## config.mk

```make
export PLATFORM = sky130hd
export DESIGN_NAME = madc_control
export DESIGN_NICKNAME = d
export VERILOG_FILES = /design/src/hw/madc_pkg.sv /design/src/hw/madc_control.sv /design/src/hw/madc_sequencer.sv
export SDC_FILE = /design/constraint.sdc
export NUM_CORES = 1
export LEC_CHECK = 0
export CAP_MARGIN = 20
export CORE_ASPECT_RATIO = 0.75
export CORE_MARGIN = 4
export CORE_UTILIZATION = 60
export DETAILED_ROUTE_END_ITERATION = 6
export DONT_BUFFER_PORTS = 1
export PLACE_DENSITY = 0.82
export SLEW_MARGIN = 15
export SYNTH_ARGS = -nofsm -noshare
export SYNTH_HDL_FRONTEND = slang
export SYNTH_HIERARCHICAL = 1
export SYNTH_SLANG_ARGS = --single-unit
```

## constraint.sdc

```tcl
create_clock -name clk -period 4.7 [get_ports clk]
set_clock_uncertainty 0.15 [all_clocks]
set_input_delay 0.47 -clock clk [delete_from_list [all_inputs] [get_ports clk]]
set_output_delay 0.47 -clock clk [all_outputs]
set_load 0.01 [all_outputs]
```

## src/hw/madc_pkg.sv

```systemverilog
package madc_pkg;

   // register offsets
   localparam logic [7:0] OFF_RESULT_UPPER = 8'h07;
   localparam logic [7:0] OFF_RESULT_LOWER = 8'h08;
   localparam logic [7:0] OFF_SETUP        = 8'h09;
   localparam logic [7:0] OFF_CHANNEL      = 8'h0a;

   // converter_setup field positions
   localparam int BIT_ENABLE   = 7;
   localparam int BIT_ONE_SHOT = 6;
   localparam int BIT_SWEEP    = 5;
   localparam int BIT_BYPASS   = 4;
   localparam int BIT_SWAP     = 3;
   localparam int REV_MSB      = 2;

   // channel register field positions
   localparam int BIT_READY    = 7;
   localparam int RB_SEL_LSB   = 3;
   localparam int CONV_SEL_LSB = 0;

   // values after reset, and the first and last sweep channel
   localparam logic [4:0] SETUP_RESET   = 5'h00;
   localparam logic [2:0] SEL_RESET     = 3'h0;
   localparam logic [7:0] RDATA_RESET   = 8'h00;
   localparam logic [2:0] LAST_CHANNEL  = 3'h7;
   localparam logic [2:0] FIRST_CHANNEL = 3'h0;

   localparam int RESULT_BITS  = 14;
   localparam int NUM_CHANNELS = 8;

   // conversion channel codes
   typedef enum logic [2:0]
   {
      CONV_CURRENT_LIMIT = 3'h0,
      CONV_INPUT         = 3'h1,
      CONV_BATTERY       = 3'h2,
      CONV_OUTPUT_LIMIT  = 3'h3,
      CONV_THERMISTOR    = 3'h4,
      CONV_DIE_TEMP      = 3'h5,
      CONV_EXTERNAL      = 3'h6,
      CONV_GROUND        = 3'h7
   } madc_conv_ch_t;

   // readback channel codes
   typedef enum logic [2:0]
   {
      RB_OUTPUT_LIMIT  = 3'h0,
      RB_OUTPUT_VOLT   = 3'h1,
      RB_INPUT_VOLT    = 3'h2,
      RB_CURRENT_LIMIT = 3'h3,
      RB_INVALID       = 3'h4,
      RB_DIE_TEMP      = 3'h5,
      RB_EXTERNAL      = 3'h6,
      RB_GROUND        = 3'h7
   } madc_rb_ch_t;

   // one raw sample from the analog converter
   typedef struct packed
   {
      logic                   is_8bit;
      logic [RESULT_BITS-1:0] data;
   } madc_sample_t;

   // result already split into the two readable bytes
   typedef struct packed
   {
      logic [7:0] upper;
      logic [7:0] lower;
   } madc_result_t;

   typedef enum logic [1:0]
   {
      SEQ_IDLE = 2'b00,
      SEQ_WAIT = 2'b01
   } madc_seq_state_t;

endpackage

```

## src/hw/madc_control.sv

```systemverilog
`timescale 1ns/100ps
module madc_control
   import madc_pkg::*;
#(
   parameter logic [2:0] SILICON_REVISION = 3'h0 // arbitrary value
)
(
   input  wire logic                   clk,
   input  wire logic                   rst,
   input  wire logic [7:0]             reg_addr,
   input  wire logic                   reg_wr,
   input  wire logic [7:0]             reg_wdata,
   input  wire logic                   reg_rd,
   output logic [7:0]                  reg_rdata,
   input  wire logic                   conv_done,
   input  wire madc_pkg::madc_sample_t conv_sample,
   output logic                        conv_start,
   output madc_pkg::madc_conv_ch_t     conv_channel,
   output logic                        buffer_bypass,
   output logic                        input_swap
);
   import madc_pkg::*;

   logic          enable;
   logic          one_shot;
   logic          all_channel_sweep;
   madc_conv_ch_t conversion_channel_select;
   madc_rb_ch_t   readback_channel_select;
   logic          data_ready;
   madc_result_t  results [NUM_CHANNELS];
   madc_result_t  view;
   logic          capture;
   logic [2:0]    capture_ch;
   logic          setup_wr;
   logic          chan_wr;
   logic          restart;
   logic          lower_rd;

   // a raw sample placed into the two readable bytes
   function automatic madc_result_t format_sample(input madc_sample_t s);
      madc_result_t r;
      if (s.is_8bit)
      begin
         r.upper = s.data[7:0];
         r.lower = 8'h00;
      end
      else
      begin
         r.upper = s.data[13:6];
         r.lower = {2'b00, s.data[5:0]};
      end
      return r;
   endfunction

   assign setup_wr = reg_wr && (reg_addr == OFF_SETUP);
   assign chan_wr  = reg_wr && (reg_addr == OFF_CHANNEL);
   assign lower_rd = reg_rd && (reg_addr == OFF_RESULT_LOWER);
   // any setup or select change starts a fresh pass
   assign restart  = setup_wr || chan_wr;
   assign view     = results[readback_channel_select];

   // writable setup fields; revision bits are not stored
   always_ff @(posedge clk)
   begin
      if (rst)
      begin
         {enable, one_shot, all_channel_sweep, buffer_bypass, input_swap} <= SETUP_RESET;
      end
      else if (setup_wr)
      begin
         enable            <= reg_wdata[BIT_ENABLE];
         one_shot          <= reg_wdata[BIT_ONE_SHOT];
         all_channel_sweep <= reg_wdata[BIT_SWEEP];
         buffer_bypass     <= reg_wdata[BIT_BYPASS];
         input_swap        <= reg_wdata[BIT_SWAP];
      end
   end

   always_ff @(posedge clk)
   begin
      if (rst)
      begin
         readback_channel_select   <= madc_rb_ch_t'(SEL_RESET);
         conversion_channel_select <= madc_conv_ch_t'(SEL_RESET);
      end
      else if (chan_wr)
      begin
         readback_channel_select   <= madc_rb_ch_t'(reg_wdata[RB_SEL_LSB +: 3]);
         conversion_channel_select <= madc_conv_ch_t'(reg_wdata[CONV_SEL_LSB +: 3]);
      end
   end

   // ready clears on a read of the lower byte; a new result in that cycle wins
   always_ff @(posedge clk)
   begin
      if (rst)
      begin
         data_ready <= 1'b0;
      end
      else if (capture)
      begin
         data_ready <= 1'b1;
      end
      else if (lower_rd)
      begin
         data_ready <= 1'b0;
      end
   end

   // per-channel store, only the sequencer writes it
   always_ff @(posedge clk)
   begin
      if (rst)
      begin
         for (int i = 0; i < NUM_CHANNELS; i++)
         begin
            results[i] <= '0;
         end
      end
      else if (capture)
      begin
         results[capture_ch] <= format_sample(conv_sample);
      end
   end

   // read data stands until the next read
   always_ff @(posedge clk)
   begin
      if (rst)
      begin
         reg_rdata <= RDATA_RESET;
      end
      else if (reg_rd)
      begin
         unique case (reg_addr)
            OFF_RESULT_UPPER: reg_rdata <= view.upper;
            OFF_RESULT_LOWER: reg_rdata <= view.lower;
            OFF_SETUP:        reg_rdata <= {enable, one_shot, all_channel_sweep,
                                            buffer_bypass, input_swap,
                                            SILICON_REVISION};
            OFF_CHANNEL:      reg_rdata <= {data_ready, 1'b0, readback_channel_select,
                                            conversion_channel_select};
            default:          reg_rdata <= RDATA_RESET;
         endcase
      end
   end

   madc_sequencer i_madc_sequencer
   (
      .clk          (clk),
      .rst          (rst),
      .enable       (enable),
      .one_shot     (one_shot),
      .sweep        (all_channel_sweep),
      .sel_ch       (conversion_channel_select),
      .restart      (restart),
      .conv_done    (conv_done),
      .conv_start   (conv_start),
      .conv_channel (conv_channel),
      .capture      (capture),
      .capture_ch   (capture_ch)
   );

   property p_upper_14;
      @(posedge clk) disable iff (rst)
      capture && !conv_sample.is_8bit && capture_ch == 3'(readback_channel_select)
         ##1 !capture && !restart
         ##1 reg_rd && reg_addr == OFF_RESULT_UPPER && !capture && !restart
      |=> reg_rdata == $past(conv_sample.data[13:6], 3);
   endproperty
   a_upper_14: assert property (p_upper_14)
      else $error("upper byte is not bits 13..6 of the result");

   property p_lower_top_zero;
      @(posedge clk) disable iff (rst)
      lower_rd |=> reg_rdata[7:6] == 2'b00;
   endproperty
   a_lower_top_zero: assert property (p_lower_top_zero)
      else $error("reserved lower-byte bits not zero");

   property p_write_ignored;
      @(posedge clk) disable iff (rst)
      reg_wr && (reg_addr == OFF_RESULT_UPPER || reg_addr == OFF_RESULT_LOWER) && !capture
      |=> $stable(view);
   endproperty
   a_write_ignored: assert property (p_write_ignored)
      else $error("write changed a result byte");

   property p_ready_after_capture;
      @(posedge clk) disable iff (rst)
      capture |=> (data_ready and (!lower_rd |=> data_ready));
   endproperty
   a_ready_after_capture: assert property (p_ready_after_capture)
      else $error("ready flag not set after a conversion");

   property p_single_channel;
      @(posedge clk) disable iff (rst)
      conv_start && !all_channel_sweep && !$past(restart)
      |-> conv_channel == conversion_channel_select;
   endproperty
   a_single_channel: assert property (p_single_channel)
      else $error("single-channel mode converted another channel");

   property p_bypass_follows;
      @(posedge clk) disable iff (rst)
      setup_wr |=> buffer_bypass == $past(reg_wdata[BIT_BYPASS])
         && input_swap == $past(reg_wdata[BIT_SWAP]);
   endproperty
   a_bypass_follows: assert property (p_bypass_follows)
      else $error("buffer bits did not follow the setup write");

   property p_revision;
      @(posedge clk) disable iff (rst)
      reg_rd && reg_addr == OFF_SETUP |=> reg_rdata[REV_MSB:0] == SILICON_REVISION;
   endproperty
   a_revision: assert property (p_revision)
      else $error("revision field wrong");

   property p_hold_disabled;
      @(posedge clk) disable iff (rst)
      // a select write moves the view legitimately, so only quiet cycles count
      !enable && !chan_wr |=> $stable(view);
   endproperty
   a_hold_disabled: assert property (p_hold_disabled)
      else $error("stored result changed while disabled");

   property p_readback_select;
      @(posedge clk) disable iff (rst)
      reg_rd && reg_addr == OFF_CHANNEL |=> reg_rdata[5:3] == $past(3'(readback_channel_select));
   endproperty
   a_readback_select: assert property (p_readback_select)
      else $error("readback select field wrong");

endmodule

```

## src/hw/madc_sequencer.sv

```systemverilog
`timescale 1ns/100ps
module madc_sequencer
   import madc_pkg::*;
(
   input  wire logic                    clk,
   input  wire logic                    rst,
   input  wire logic                    enable,
   input  wire logic                    one_shot,
   input  wire logic                    sweep,
   input  wire madc_pkg::madc_conv_ch_t sel_ch,
   input  wire logic                    restart,
   input  wire logic                    conv_done,
   output logic                         conv_start,
   output madc_pkg::madc_conv_ch_t      conv_channel,
   output logic                         capture,
   output logic [2:0]                   capture_ch
);
   import madc_pkg::*;

   madc_seq_state_t state;
   logic [2:0]      sweep_idx;
   madc_conv_ch_t   sweep_ch;
   logic            pass_done;
   logic            go;

   assign go         = enable && !pass_done && !restart;
   assign capture    = (state == SEQ_WAIT) && conv_done && enable;
   assign capture_ch = conv_channel;
   assign sweep_ch   = madc_conv_ch_t'(sweep_idx);

   always_ff @(posedge clk)
   begin
      if (rst)
      begin
         state        <= SEQ_IDLE;
         conv_start   <= 1'b0;
         conv_channel <= CONV_CURRENT_LIMIT;
      end
      else
      begin
         conv_start <= 1'b0;
         unique case (state)
            SEQ_IDLE:
            begin
               if (go)
               begin
                  conv_start   <= 1'b1;
                  conv_channel <= sweep ? sweep_ch : sel_ch;
                  state        <= SEQ_WAIT;
               end
            end
            SEQ_WAIT:
            begin
               // a disabled converter drops the sample in flight
               if (!enable || conv_done)
               begin
                  state <= SEQ_IDLE;
               end
            end
            default:
            begin
               state <= SEQ_IDLE;
            end
         endcase
      end
   end

   // sweep position and end of a single pass
   always_ff @(posedge clk)
   begin
      if (rst)
      begin
         sweep_idx <= FIRST_CHANNEL;
         pass_done <= 1'b0;
      end
      else if (restart || !enable)
      begin
         sweep_idx <= FIRST_CHANNEL;
         pass_done <= 1'b0;
      end
      else if (capture)
      begin
         if (sweep)
         begin
            sweep_idx <= (sweep_idx == LAST_CHANNEL) ? FIRST_CHANNEL : sweep_idx + 3'h1;
            if (one_shot && sweep_idx == LAST_CHANNEL)
            begin
               pass_done <= 1'b1;
            end
         end
         else if (one_shot)
         begin
            pass_done <= 1'b1;
         end
      end
   end

   property p_no_start_disabled;
      @(posedge clk) disable iff (rst)
      !enable |=> !conv_start;
   endproperty
   a_no_start_disabled: assert property (p_no_start_disabled)
      else $error("conversion started while disabled");

   property p_single_once;
      @(posedge clk) disable iff (rst)
      capture && one_shot && !sweep && !restart ##1 !restart[*4] |-> !conv_start;
   endproperty
   a_single_once: assert property (p_single_once)
      else $error("single one-pass conversion repeated");

   property p_sweep_wrap;
      @(posedge clk) disable iff (rst)
      capture && sweep && !one_shot && !restart && conv_channel == CONV_GROUND
         ##1 (enable && sweep && !restart)[*2]
      |-> conv_start && conv_channel == CONV_CURRENT_LIMIT;
   endproperty
   a_sweep_wrap: assert property (p_sweep_wrap)
      else $error("continuous sweep did not wrap to channel 0");

   property p_sweep_stop;
      @(posedge clk) disable iff (rst)
      capture && sweep && one_shot && !restart && conv_channel == CONV_GROUND
         ##1 !restart[*3]
      |-> !conv_start;
   endproperty
   a_sweep_stop: assert property (p_sweep_stop)
      else $error("one-pass sweep did not halt after channel 7");

endmodule

```

# After elaboration in Yosys (flattened, before gate mapping)
# Memories as Yosys holds them, arrays and structs flattened. A register that Yosys moved wholly into a read port is not among the register bits.
# Cells that the tools add are included.
# totals
reg_bits	30
latchBits	0
ram_bits	128
mem_bits_ro	0
inputBits	36
n_memories	1
# classes
n_addsub	1
mul	0
n_div	0
n_lt_le_gt_ge	0
n_eq_ne	9
n_shift	0
n_mux	25
bitwise_logic	1
n_reduce_logical	24
# mem_list
name	words	width	read_ports	rd_clocked_by_memory_dff	wr	line	text
results	8	16	1	1	8	madc_control.sv:30	madc_result_t results [NUM_CHANNELS];
# ops
operator	count
16-bit 2-to-1 mux	4
8-bit case mux with 4 select lines	1
8-bit by 4-bit equality test with 1-bit output (second input constant)	3
16-bit OR reduction	1
3-bit 2-to-1 mux	5
1-bit 2-to-1 mux	12
8-bit by 3-bit equality test with 1-bit output (second input constant)	1
1-bit logical AND	8
2-bit AND reduction	3
2-bit 2-to-1 mux	2
2-bit by 1-bit inequality test with 1-bit output (second input constant)	2
2-bit case mux with 2 select lines	1
2-bit nonzero test	2
2-bit OR reduction	2
3-bit by 1-bit adder with 3-bit output (second input constant)	1
3-bit equality test (second input constant)	1
1-bit zero test	3
1-bit logical OR	3
3-bit AND reduction	1
2-bit by 1-bit equality test with 1-bit output (second input constant)	1
2-bit zero test	1
2-bit inequality test (second input constant)	1
1-bit NOT	1

# Longest topological paths before layout
# Gate-level depths: netlist of the first run.
# logic_depth
ltp_word	8
depth_mapped	6
depth_no_buf	5

# Cells and area by module
# The synthesis of the first run kept the hierarchy.
# modules_own_cells
mod	n_inst	cells_per_inst	area_each_um2	seq_area_each_um2
madc_control	1	483	6044.5	3823.7
madc_sequencer	1	45	434.2	180.2

# Worst setup path before layout of the first run
# OpenSTA, ideal clock, no wires.
# synth_path
kind	input -> register
startpoint	input conv_done
endpoint	memory results[2][0] (netlist bit), enable pin
setup_ns	0.371
arrival_time_ns	1.533
t_required_ns	4.179
slack_ns	2.646
path_stages	5
cell_sequence	and3_2 > inv_1 > nor2_1 > nand3_1 > nand2b_1
# synth_lines
element	line	text
from (decl)	madc_control.sv:15	input wire logic conv_done,
to (decl)	madc_control.sv:30	

==> impl_metrics.csv, run 1 <==
group,metric,value,unit
die,initial_core_util,62.24,%
layout,area_delta_synth_final,8.266,%
yosys,synthXorXnorAreaFrac,0,%
yosys,synth-main-ff-cell,"edfxtp_1",
layout,drive_gt1_share,8.918,%
global_routing,gr-total-overflow,0,
setup_path,r2r-end,"results[2][3]$_SDFFCE_PN0P_",
global_routing,grt_first_pass_wirelength,23970,um
power,p_leak,2.383,nW
clocking,cts_max_path_buffers,2,
power,swShare,21.29,%
detailed_routing,viasPerCell,6.502,
timing,tightestPinTransition,1.078,ns
yosys,synth_top_family_by_area,"simple AND/OR/NAND/NOR gates",
layout,utilization,67.38,%
setup_path,r2r-start,"i_madc_sequencer/state[0]$_SDFFE_PP0P_",
setup_path,path_class,"reg2reg",
yosys,ys_seq_elements,144,
die,dieHeight,97.99,um
detailed_routing,wl_per_cell,24.17,um
layout,antenna-diode-count,0,
clocking,post-cts-setup-buffer-count,0,
power,pwr_density_cell,391.6,nW/um^2
yosys,synthAdderAreaFrac,0.3862,%
die,die_width,128.0,um
detailed_routing,drc,0,
global_routing,grt.total_usage,26.16,%
timing,finalSetupTns,0,ns
detailed_routing,ant_nets,0,
timing,finalHoldViolations,0,
yosys,synth_edf_count,112,
timing,setup_viol,0,
setup_path,end_kind,"flop",
clocking,cts_tree,"yes",
setup_path,crit_fanout,15,
timing,post-route-period-util,59.61,%
yosys,synth_area,6479,sq um
power,power_frac_comb,3.7,%
global_routing,grt_max_degree,32,
worst_hold_path,min_from,"reg_wdata[4]",
setup_path,required,4.60,ns
timing,rsz0062_at_grt,"no",
outcome,status,"finished clean",
yosys,syn_nets,566,
worst_hold_path,min_to,"buffer_bypass$_SDFFE_PP0P_",
yosys,synth_compound_area_share,5.987,%
yosys,ys_warn_count,6,
placed_design,hpwl,11070,um
timing,fin_crit,2.802,ns
setup_path,startpoint_type,"flop",
layout,fill_cells,755,
yosys,synthMuxAreaShare,12.71,%
yosys,yosys.area_share.simple,15.76,%
die,core_area,10410,sq um
placed_design,numPortBuffers,0,
yosys,synth_area_per_cell,12.27,sq um
die,ios,50,
layout,nets,552,
yosys,yosysSeqAreaShare,61.80,%
worst_hold_path,hold_path_class,"in2reg",
global_routing,antenna_found_initial,0,
die,rows,32,
detailed_routing,dr.pass1.iters,5,
yosys,yosysUniqueCellTypes,52,
setup_path,r2r_cells,5,
timing,max-slew-margin-rel,26.07,%
power,vdd_ir_drop_max,0.2812,mV
clocking,cts_buffers,17,
setup_path,reg2reg_slack,1.90,ns
clocking,clock_sinks,144,
job,max-cap-violations,0,
worst_hold_path,hold_depth,2,
clocking,cts.clk_slew.worst_paths,0.06,ns
die,die_area,12540,sq um
setup_path,cp.arrival,2.70,ns
detailed_routing,vias,4311,
timing,fmax,356.9,MHz
power,clkPwrFrac,44.6,%
detailed_routing,drtIter0Drc,569,
placed_design,gp_congestion,0.9469,
timing,slew_violations,0,
yosys,ys_async_sr_fraction,0,%
yosys,syn_inst,528,
clocking,h-tree-depth,4,
clocking,clk_latency,0.42,ns
layout,seq_area,4005,sq um
power,p_switching,584.8,uW
layout,multi_input_area,2257,sq um
power,p_seq_share,51.7,%
clocking,root_buffer,"clkbuf_16",
detailed_routing,wl,16030,um
power,power.internal,2.162,mW
global_routing,grt_pass1_vias,4185,
[per-stage QoR]
step	hold WS (ns)	cell area (sq um)	std cells	total power [mW]	worst slack, ns
after CTS	0.04144	7014	663	2.744	1.919
after floorplan	0.3021	6479	528	1.510	2.646
after global placement	0.3137	6462	629	1.536	2.111
final	0.05461	7014	663	2.747	1.898
after global routing	0.05335	7014	663	2.806	1.660
after detailed placement	0.3458	6462	629	1.541	1.959
[per-layer routing]
metal  vias to the layer above  track usage (%)  part of all wire, %
met5                         -            3.922                 0.39
met3                        25            8.857                   12
met1                      2103            37.02                   40
met2                       288            38.62                   45
met4                         2            7.178                  1.6
li1                       1893                -                    -
[logic make-up after synthesis]
group,after synthesis
simple gates,214
flops,144
mux,72
compound gates,54
buf+inv,42
fa+ha+maj,2
[layout by cell type (no fill, tap or decap), drive strengths merged, types with 2 or more instances in the layout]
| master | count |
|---|---|
| dfxtp | 32 |
| nor4b | 2 |
| clkbuf | 26 |
| inv | 8 |
| o31ai | 3 |
| mux2i | 62 |
| a41oi | 2 |
| mux4 | 8 |
| ha | 2 |
| nor2b | 4 |
| o21ai | 3 |
| edfxtp | 112 |
| dlygate4sd3 | 2 |
| nor3 | 4 |
| a22oi | 13 |
| o21a | 3 |
| nand4 | 11 |
| nor2 | 134 |
| o21bai | 6 |
| clkinv | 4 |
| nand3 | 6 |
| mux2 | 2 |
| o2111ai | 3 |
| nand2 | 25 |
| a31oi | 6 |
| a21oi | 7 |
| nand2b | 15 |
| a211oi | 4 |
[timing repair]
item | in CTS | in global routing
hold buffers | 2 | 0
resized for setup | 0 | 0
hold endpoints to repair | 21 | 0
[registers in the layout (all words and copies together), names as in the netlist, named ones only]
| signal | count |
|---|---|
| i_madc_sequencer/pass_done | 1 |
| i_madc_sequencer/state | 1 |
| data_ready | 1 |
| buffer_bypass | 1 |
| one_shot | 1 |
| i_madc_sequencer/sweep_ch | 3 |
| readback_channel_select | 3 |
| conversion_channel_select | 3 |
| i_madc_sequencer/conv_start | 1 |
| input_swap | 1 |
| enable | 1 |
| all_channel_sweep | 1 |
| i_madc_sequencer/capture_ch | 3 |
| reg_rdata | 8 |
| results | 112 |
[area by class of cell]
class,count,area share (%)
clock buffers,26,7.135
well taps,136,2.426
repair buffers,3,0.3924
flip-flops and latches,144,57.10
multi-input cells,342,32.18
clock inverters,6,0.4460
inverters,6,0.3211
[worst max-delay path, stage by stage, from the launching register on]
cell and delay (ns):
dfxtp_1 0.47, and3_2 0.34, inv_1 0.08, nor2_1 0.28
nand3_1 0.45, nand2b_1 0.66
[worst max path at each step]
| stage | depth (start not counted) | start | to |
|---|---|---|---|
| 2_1_floorplan | 5 | conv_done | results[2][0]$_SDFFCE_PN0P_ |
| 3_3_place_gp | 5 | i_madc_sequencer/state[0]$_SDFFE_PP0P_ | results[1][0]$_SDFFCE_PN0P_ |
| 3_5_place_dp | 5 | i_madc_sequencer/state[0]$_SDFFE_PP0P_ | results[2][11]$_SDFFCE_PN0P_ |
| 4_1_cts | 5 | i_madc_sequencer/state[0]$_SDFFE_PP0P_ | results[2][4]$_SDFFCE_PN0P_ |
| 5_1_grt | 5 | i_madc_sequencer/state[0]$_SDFFE_PP0P_ | results[2][4]$_SDFFCE_PN0P_ |
| 6_report | 5 | i_madc_sequencer/state[0]$_SDFFE_PP0P_ | results[2][3]$_SDFFCE_PN0P_ |
[cell usage after synthesis, drive strengths merged, types with 2 or more instances]
cell type,number,area (sq um)
a211oi,4,30.03
a21oi,7,35.03
a22oi,13,97.59
a31oi,6,37.54
a41oi,2,17.52
buf,15,90.09
clkbuf,20,95.09
dfxtp,32,640.6
edfxtp,112,3363
ha,2,25.02
inv,6,22.52
mux2,2,22.52
mux2i,62,620.6
mux4,8,180.2
nand2,25,93.84
nand2b,15,93.84
nand3,6,30.03
nand4,11,75.07
nor2,134,519.3
nor2b,4,25.02
nor3,4,31.28
nor4b,2,47.55
o2111ai,3,26.28
o21a,3,22.52
o21ai,3,15.01
o21bai,6,45.04
o31ai,3,22.52
[power by group through the flow]
| stage | clock network [mW] | registers (mW) | logic (mW) |
|---|---|---|---|
| detailed placement | 0 | 1.45 | 0.0938 |
| finish | 1.23 | 1.42 | 0.101 |
| global placement | 0 | 1.45 | 0.0908 |
| floorplan | 0 | 1.44 | 0.0704 |
| CTS | 1.22 | 1.42 | 0.0985 |
| global route | 1.28 | 1.42 | 0.106 |
(Power assumes the default switching activity.)
==> run 2: changes to the inputs <==
--- a/config.mk
+++ b/config.mk
@@ -8,10 +8,10 @@
 export CAP_MARGIN = 20
 export CORE_ASPECT_RATIO = 0.75
 export CORE_MARGIN = 4
-export CORE_UTILIZATION = 60
+export CORE_UTILIZATION = 57
 export DETAILED_ROUTE_END_ITERATION = 6
 export DONT_BUFFER_PORTS = 1
-export PLACE_DENSITY = 0.82
+export PLACE_DENSITY = 0.81
 export SLEW_MARGIN = 15
 export SYNTH_ARGS = -nofsm -noshare
 export SYNTH_HDL_FRONTEND = slang
==> constraint.sdc (replaced) <==
create_clock -name clk -period 2.5 [get_ports clk]
set_clock_uncertainty 0.15 [all_clocks]
set_input_delay 0.25 -clock clk [delete_from_list [all_inputs] [get_ports clk]]
set_output_delay 0.25 -clock clk [all_outputs]
set_load 0.01 [all_outputs]
==> run 2 against run 1 <==
Effect of this change: critical path type is now in2reg; register-to-register slack lost 1.7 ns; core utilization rose by 0.40 points; combinational power grew 110%; global-route usage increased by 0.11 points; non-clock buffer count rose by 35; critical path depth is 1 higher; via count is 3.4% higher; largest power group is now the clock network; design area grew 6.5%; sequential share of layout area fell by 3.5 points; die area rose by 4.9%.
==> impl_metrics.csv, run 2 (synthesis results as in run 1) <==
group,metric,value,unit
clocking,h-tree-depth,4,
setup_path,required,2.67,ns
layout,reg.largest.list,"results: 112 flops, reg_rdata: 8 flops",
detailed_routing,viasPerCell,6.349,
setup_path,cp.arrival,2.47,ns
timing,post-route-period-util,92.28,%
placed_design,dp_cells,653,
detailed_routing,vias,4457,
setup_path,end_kind,"flop",
detailed_routing,dr.pass1.iters,5,
setup_path,crit_fanout,4,
layout,final_common_cell,"nor2_1",
clocking,cts_tree,"yes",
clocking,cts.clk_slew.worst_paths,0.06,ns
detailed_routing,wl_per_cell,23.27,um
timing,fmax,433.4,MHz
worst_hold_path,min_from,"reg_addr[1]",
setup_path,startpoint_type,"input port",
placed_design,numPortBuffers,0,
die,ios,50,
detailed_routing,drc,0,
layout,fill_cells,751,
setup_path,reg2reg_slack,0.23,ns
setup_path,crit_chain,"dlygate4sd3_1 -> nor4_1 -> nand4_1 -> mux2i_1 -> nor2_1 -> dlygate4sd3_1",
setup_path,max_stage_delay,0.59,ns
timing,max-slew-margin-rel,28.64,%
global_routing,grt_first_pass_wirelength,25750,um
detailed_routing,drtIter0Drc,499,
clocking,cts_buffers,17,
layout,largest-register,"results",
layout,layout_common_cells,"nor2_1, edfxtp_1, mux2i_1, dfxtp_1, nand2_1",
timing,hold_ws,0.02602,ns
detailed_routing,wl,16340,um
clocking,clk_latency,0.43,ns
timing,rsz0062_at_grt,"no",
global_routing,gr-total-overflow,0,
layout,largest_reg_flops,112,
timing,slew_violations,0,
clocking,cts_max_path_buffers,2,
timing,finalHoldViolations,0,
timing,setup_viol,0,
die,rows,33,
placed_design,gp_congestion,0.8452,
outcome,status,"finished clean",
power,p_leak,2.609,nW
placed_design,hpwl,11030,um
global_routing,grt_pass1_vias,4443,
job,max-cap-violations,0,
layout,instances_no_fill,702,
layout,drive_gt1_share,13.17,%
die,core_area,11020,sq um
worst_hold_path,hold_path_class,"in2reg",
die,die_width,131.1,um
die,die_area,13150,sq um
timing,tightestPinTransition,1.067,ns
die,initial_core_util,58.77,%
timing,fin_crit,2.307,ns
setup_path,critical_path.most_common_cell,"dlygate4sd3_1",
layout,nets,587,
power,vdd_ir_drop_max,0.6107,mV
layout,antenna-diode-count,0,
setup_path,r2r-start,"i_madc_sequencer/state[0]$_SDFFE_PP0P_",
detailed_routing,ant_nets,0,
timing,finalSetupTns,0,ns
global_routing,grt_max_degree,27,
die,dieHeight,100.3,um
global_routing,antenna_found_initial,0,
power,p_total,5.877,mW
setup_path,worstSetupStartpoint,"reg_addr[6]",
layout,utilization,67.78,%
layout,area_delta_synth_final,15.33,%
global_routing,grt.total_usage,26.27,%
clocking,clock_sinks,144,
clocking,root_buffer,"clkbuf_16",
power,pwr_density_cell,786.6,nW/um^2
setup_path,path_class,"in2reg",
setup_path,critPathSlowestCell,"dlygate4sd3_1",
run 2: changes by cell type in the layout (fill, tap and decap cells not counted), sizes merged:
cell	change
clkinvlp	+2
clkbuf	-9
dlygate4sd3	+13
bufinv	+7
inv	-1
clkinv	+1
buf	+22
run 2: critical path: cells and delay by family:
family                 cells  cell delay, ns
buffers and inverters      2            1.13
and+or+nand+nor            3            0.86
muxes                      1            0.24
run 2: area by class of cell:
class,count,area (sq um),share of cell area (%)
clock buffer,17,425.4,5.693
inverter,6,22.52,0.3014
tap,140,175.2,2.344
sequential,144,4005,53.60
clock inverter,15,264.0,3.533
multi-input combinational,342,2257,30.21
timing repair buffer,38,322.8,4.320
run 2: routing by layer:
layer	routed length [um]	track usage, %	vias up
li1	-	-	1964
met1	7036	37.19	2189
met2	7122	37.34	284
met3	2002	11.72	20
met4	174	6.699	0
met5	0	0	-
run 2: power by group:
part	internal [mW]	switching (mW)
Combinational	0.0713	0.146
Clock	1.97	1.02
Sequential	2.64	0.0322
Total	4.68	1.20
run 2: worst paths after layout:
path	to	cells after the start
worst max-delay path	one_shot$_SDFFE_PP0P_	6
worst min-delay path	reg_rdata[6]$_SDFFE_PP0P_	3
worst max register to register	results[0][11]$_SDFFCE_PN0P_	6
worst min register to register	i_madc_sequencer/sweep_ch[2]$_SDFFE_PP0P_	2
run 2: repair_timing:
action,in CTS,in global routing
hold buffers,15,0
setup buffers,0,2
hold endpoints to repair,35,0
gates resized for setup,0,0
setup endpoints to repair,0,1
run 2: through the flow:
| stage | worst slack [ns] | area (sq um) |
|---|---|---|
| final | 0.1929 | 7472 |
| after global routing | 0.07575 | 7472 |
| after CTS | 0.07756 | 7457 |
| after detailed placement | 0.3288 | 6618 |
| after global placement | 0.4348 | 6618 |
| after floorplan | 0.4481 | 6479 |
==> run 3: changes to the inputs <==
--- a/config.mk
+++ b/config.mk
@@ -8,10 +8,11 @@
 export CAP_MARGIN = 20
 export CORE_ASPECT_RATIO = 0.75
 export CORE_MARGIN = 4
-export CORE_UTILIZATION = 57
+export CORE_UTILIZATION = 59
+export CTS_BUF_LIST = sky130_fd_sc_hd__clkbuf_8
 export DETAILED_ROUTE_END_ITERATION = 6
 export DONT_BUFFER_PORTS = 1
-export PLACE_DENSITY = 0.81
+export PLACE_DENSITY = 0.84
 export SLEW_MARGIN = 15
 export SYNTH_ARGS = -nofsm -noshare
 export SYNTH_HDL_FRONTEND = slang
==> run 3 against run 2 <==
Effect of this change: the run now ends with design-rule violations left; non-clock buffer count fell by 3; clock power fell by 31%; via count fell by 0.18%; sequential power barely moved; total power fell by 16%; critical path depth fell by 1; setup slack improved by 0.21 ns; critical path type unchanged; largest cell class unchanged; highest routed layer unchanged.
==> impl_metrics.csv, run 3 (synthesis results as in run 1) <==
group,metric,value,unit
layout,nets,584,
power,power_frac_comb,4.4,%
power,power.internal,3.864,mW
die,die_width,129,um
placed_design,dp_cells,648,
global_routing,grt.total_usage,27.33,%
setup_path,end_kind,"flop",
layout,instances_no_fill,695,
setup_path,crit_fanout,4,
timing,finalHoldViolations,0,
clocking,h-tree-depth,4,
setup_path,path_class,"in2reg",
layout,largest-register,"results",
setup_path,crit_chain,"dlygate4sd3_1 -> nor4_1 -> dlygate4sd3_1 -> nand4_1 -> a311oi_1",
global_routing,gr-total-overflow,0,
worst_hold_path,hold_path_class,"in2reg",
clocking,cts.clk_slew.worst_paths,0.07,ns
die,ios,50,
setup_path,required,2.70,ns
layout,drive_gt1_share,12.70,%
power,p_switching,1.073,mW
clocking,root_buffer,"clkbuf_8",
power,vdd_ir_drop_max,0.6234,mV
setup_path,critPathSlowestCell,"dlygate4sd3_1",
setup_path,critical_path.most_common_cell,"dlygate4sd3_1",
clocking,post-cts-setup-buffer-count,0,
timing,fin_crit,2.097,ns
detailed_routing,drc,2,
placed_design,place_ws,0.4374,ns
power,clkPwrFrac,41.5,%
layout,area_delta_synth_final,11.07,%
detailed_routing,vias,4449,
detailed_routing,drtIter0Drc,739,
global_routing,busiest_layer,"met1",
timing,slew_violations,0,
power,p_seq_share,54.1,%
outcome,status,"complete, but fails checks",
layout,antenna-diode-count,0,
setup_path,cp.arrival,2.30,ns
power,p_leak,2.500,nW
placed_design,gp_congestion,0.9265,
global_routing,grt_util_met2,37.22,%
outcome,violations,"design-rule violations",
timing,setup_viol,0,
detailed_routing,wl,16610,um
detailed_routing,ant_nets,0,
clocking,clock_sinks,144,
placed_design,hpwl,11260,um
clocking,cts_buffers,17,
power,pwr_density_cell,686.0,nW/um^2
global_routing,met3_usage,8.884,%
timing,setup_ws,0.4030,ns
setup_path,startpoint_type,"input port",
detailed_routing,wl_per_cell,23.90,um
timing,max-slew-margin-rel,29.53,%
global_routing,antenna_found_initial,0,
timing,rsz0062_at_grt,"no",
die,rows,32,
setup_path,max_stage_delay,0.65,ns
job,max-cap-violations,0,
global_routing,grt_max_degree,27,
layout,largest_reg_flops,112,
global_routing,use_met1,42.25,%
setup_path,reg2reg_slack,0.41,ns
layout,layout_common_cells,"nor2_1, edfxtp_1, mux2i_1, dfxtp_1, nand2_1",
layout,final_common_cell,"nor2_1",
layout,reg.largest.list,"results: 112 flops, reg_rdata: 8 flops",
clocking,cts_max_path_buffers,2,
detailed_routing,dr.pass1.iters,7,
die,die_area,12740,sq um
die,core_area,10490,sq um
die,initial_core_util,61.76,%
timing,finalSetupTns,0,ns
placed_design,numPortBuffers,0,
global_routing,grt_pass1_vias,4308,
detailed_routing,viasPerCell,6.401,
die,dieHeight,98.75,um
clocking,cts_tree,"yes",
clocking,clk_latency,0.45,ns
global_routing,grt_first_pass_wirelength,25540,um
timing,post-route-period-util,83.88,%
timing,fmax,476.9,MHz
power,swShare,21.73,%
timing,tightestPinTransition,1.028,ns
==> run 3: cell count changes in the layout (fill, tap and decap cells not counted), sizes merged <==
cell	before	now
inv	7	9
clkinvlp	2	0
clkbuf	17	20
bufinv	7	4
buf	23	20
==> run 3: cell type report <==
type                    instances  area, sq um
flip-flops and latches        144         4005
inverters                       6        22.52
clock inverters                12        165.2
multi-input cells             342         2257
repair buffers                 35        300.3
clock buffers                  20        275.3
well taps                     136        170.2
fillers                       711         3294
==> run 3: critical path: cells and delay by family <==
family                 cells  cell delay [ns]
buffers and inverters      2             1.19
AOI/OAI and AO/OA          1             0.29
and+or+nand+nor            2             0.57
==> run 3: final timing paths <==
path | start | end | cells after the start
hold reg to reg | i_madc_sequencer/sweep_ch[1]$_SDFFE_PP0P_ | i_madc_sequencer/sweep_ch[1]$_SDFFE_PP0P_ | 2
hold / removal | reg_addr[1] | reg_rdata[6]$_SDFFE_PP0P_ | 3
setup reg to reg | i_madc_sequencer/state[0]$_SDFFE_PP0P_ | results[1][0]$_SDFFCE_PN0P_ | 6
setup / recovery | reg_addr[6] | reg_rdata[6]$_SDFFE_PP0P_ | 5
==> run 3: power groups by stage <==
stage	Clock [mW]	Combinational, mW	Sequential, mW
after CTS	2.05	0.213	2.67
after global placement	0	0.177	2.72
final	2.05	0.218	2.67
after floorplan	0	0.132	2.71
after detailed placement	0	0.182	2.72
after global routing	2.15	0.231	2.67
==> run 3: timing repair <==
item                                   4_1_cts  5_1_grt
endpoints found under the hold margin       35        0
resized for setup                            0        0
hold buffers                                15        0
==> run 3: metal layers <==
layer	wire length (um)	vias up	share of wire [%]
met5	0	-	0
met4	318	0	1.9
met3	2232	32	13
met2	6992	330	42
met1	7066	2141	43
li1	-	1946	-
==> run 3: stage by stage <==
stage | instance area (sq um) | util, % | hold slack, ns | power (mW)
3_5_place_dp | 6605 | 62.97 | 0.1777 | 2.904
2_1_floorplan | 6479 | - | 0.1728 | 2.838
6_report | 7196 | 68.59 | 0.03938 | 4.936
3_3_place_gp | 6605 | 62.97 | 0.1755 | 2.894
4_1_cts | 7196 | 68.59 | 0.01645 | 4.929
5_1_grt | 7196 | 68.59 | 0.03098 | 5.058
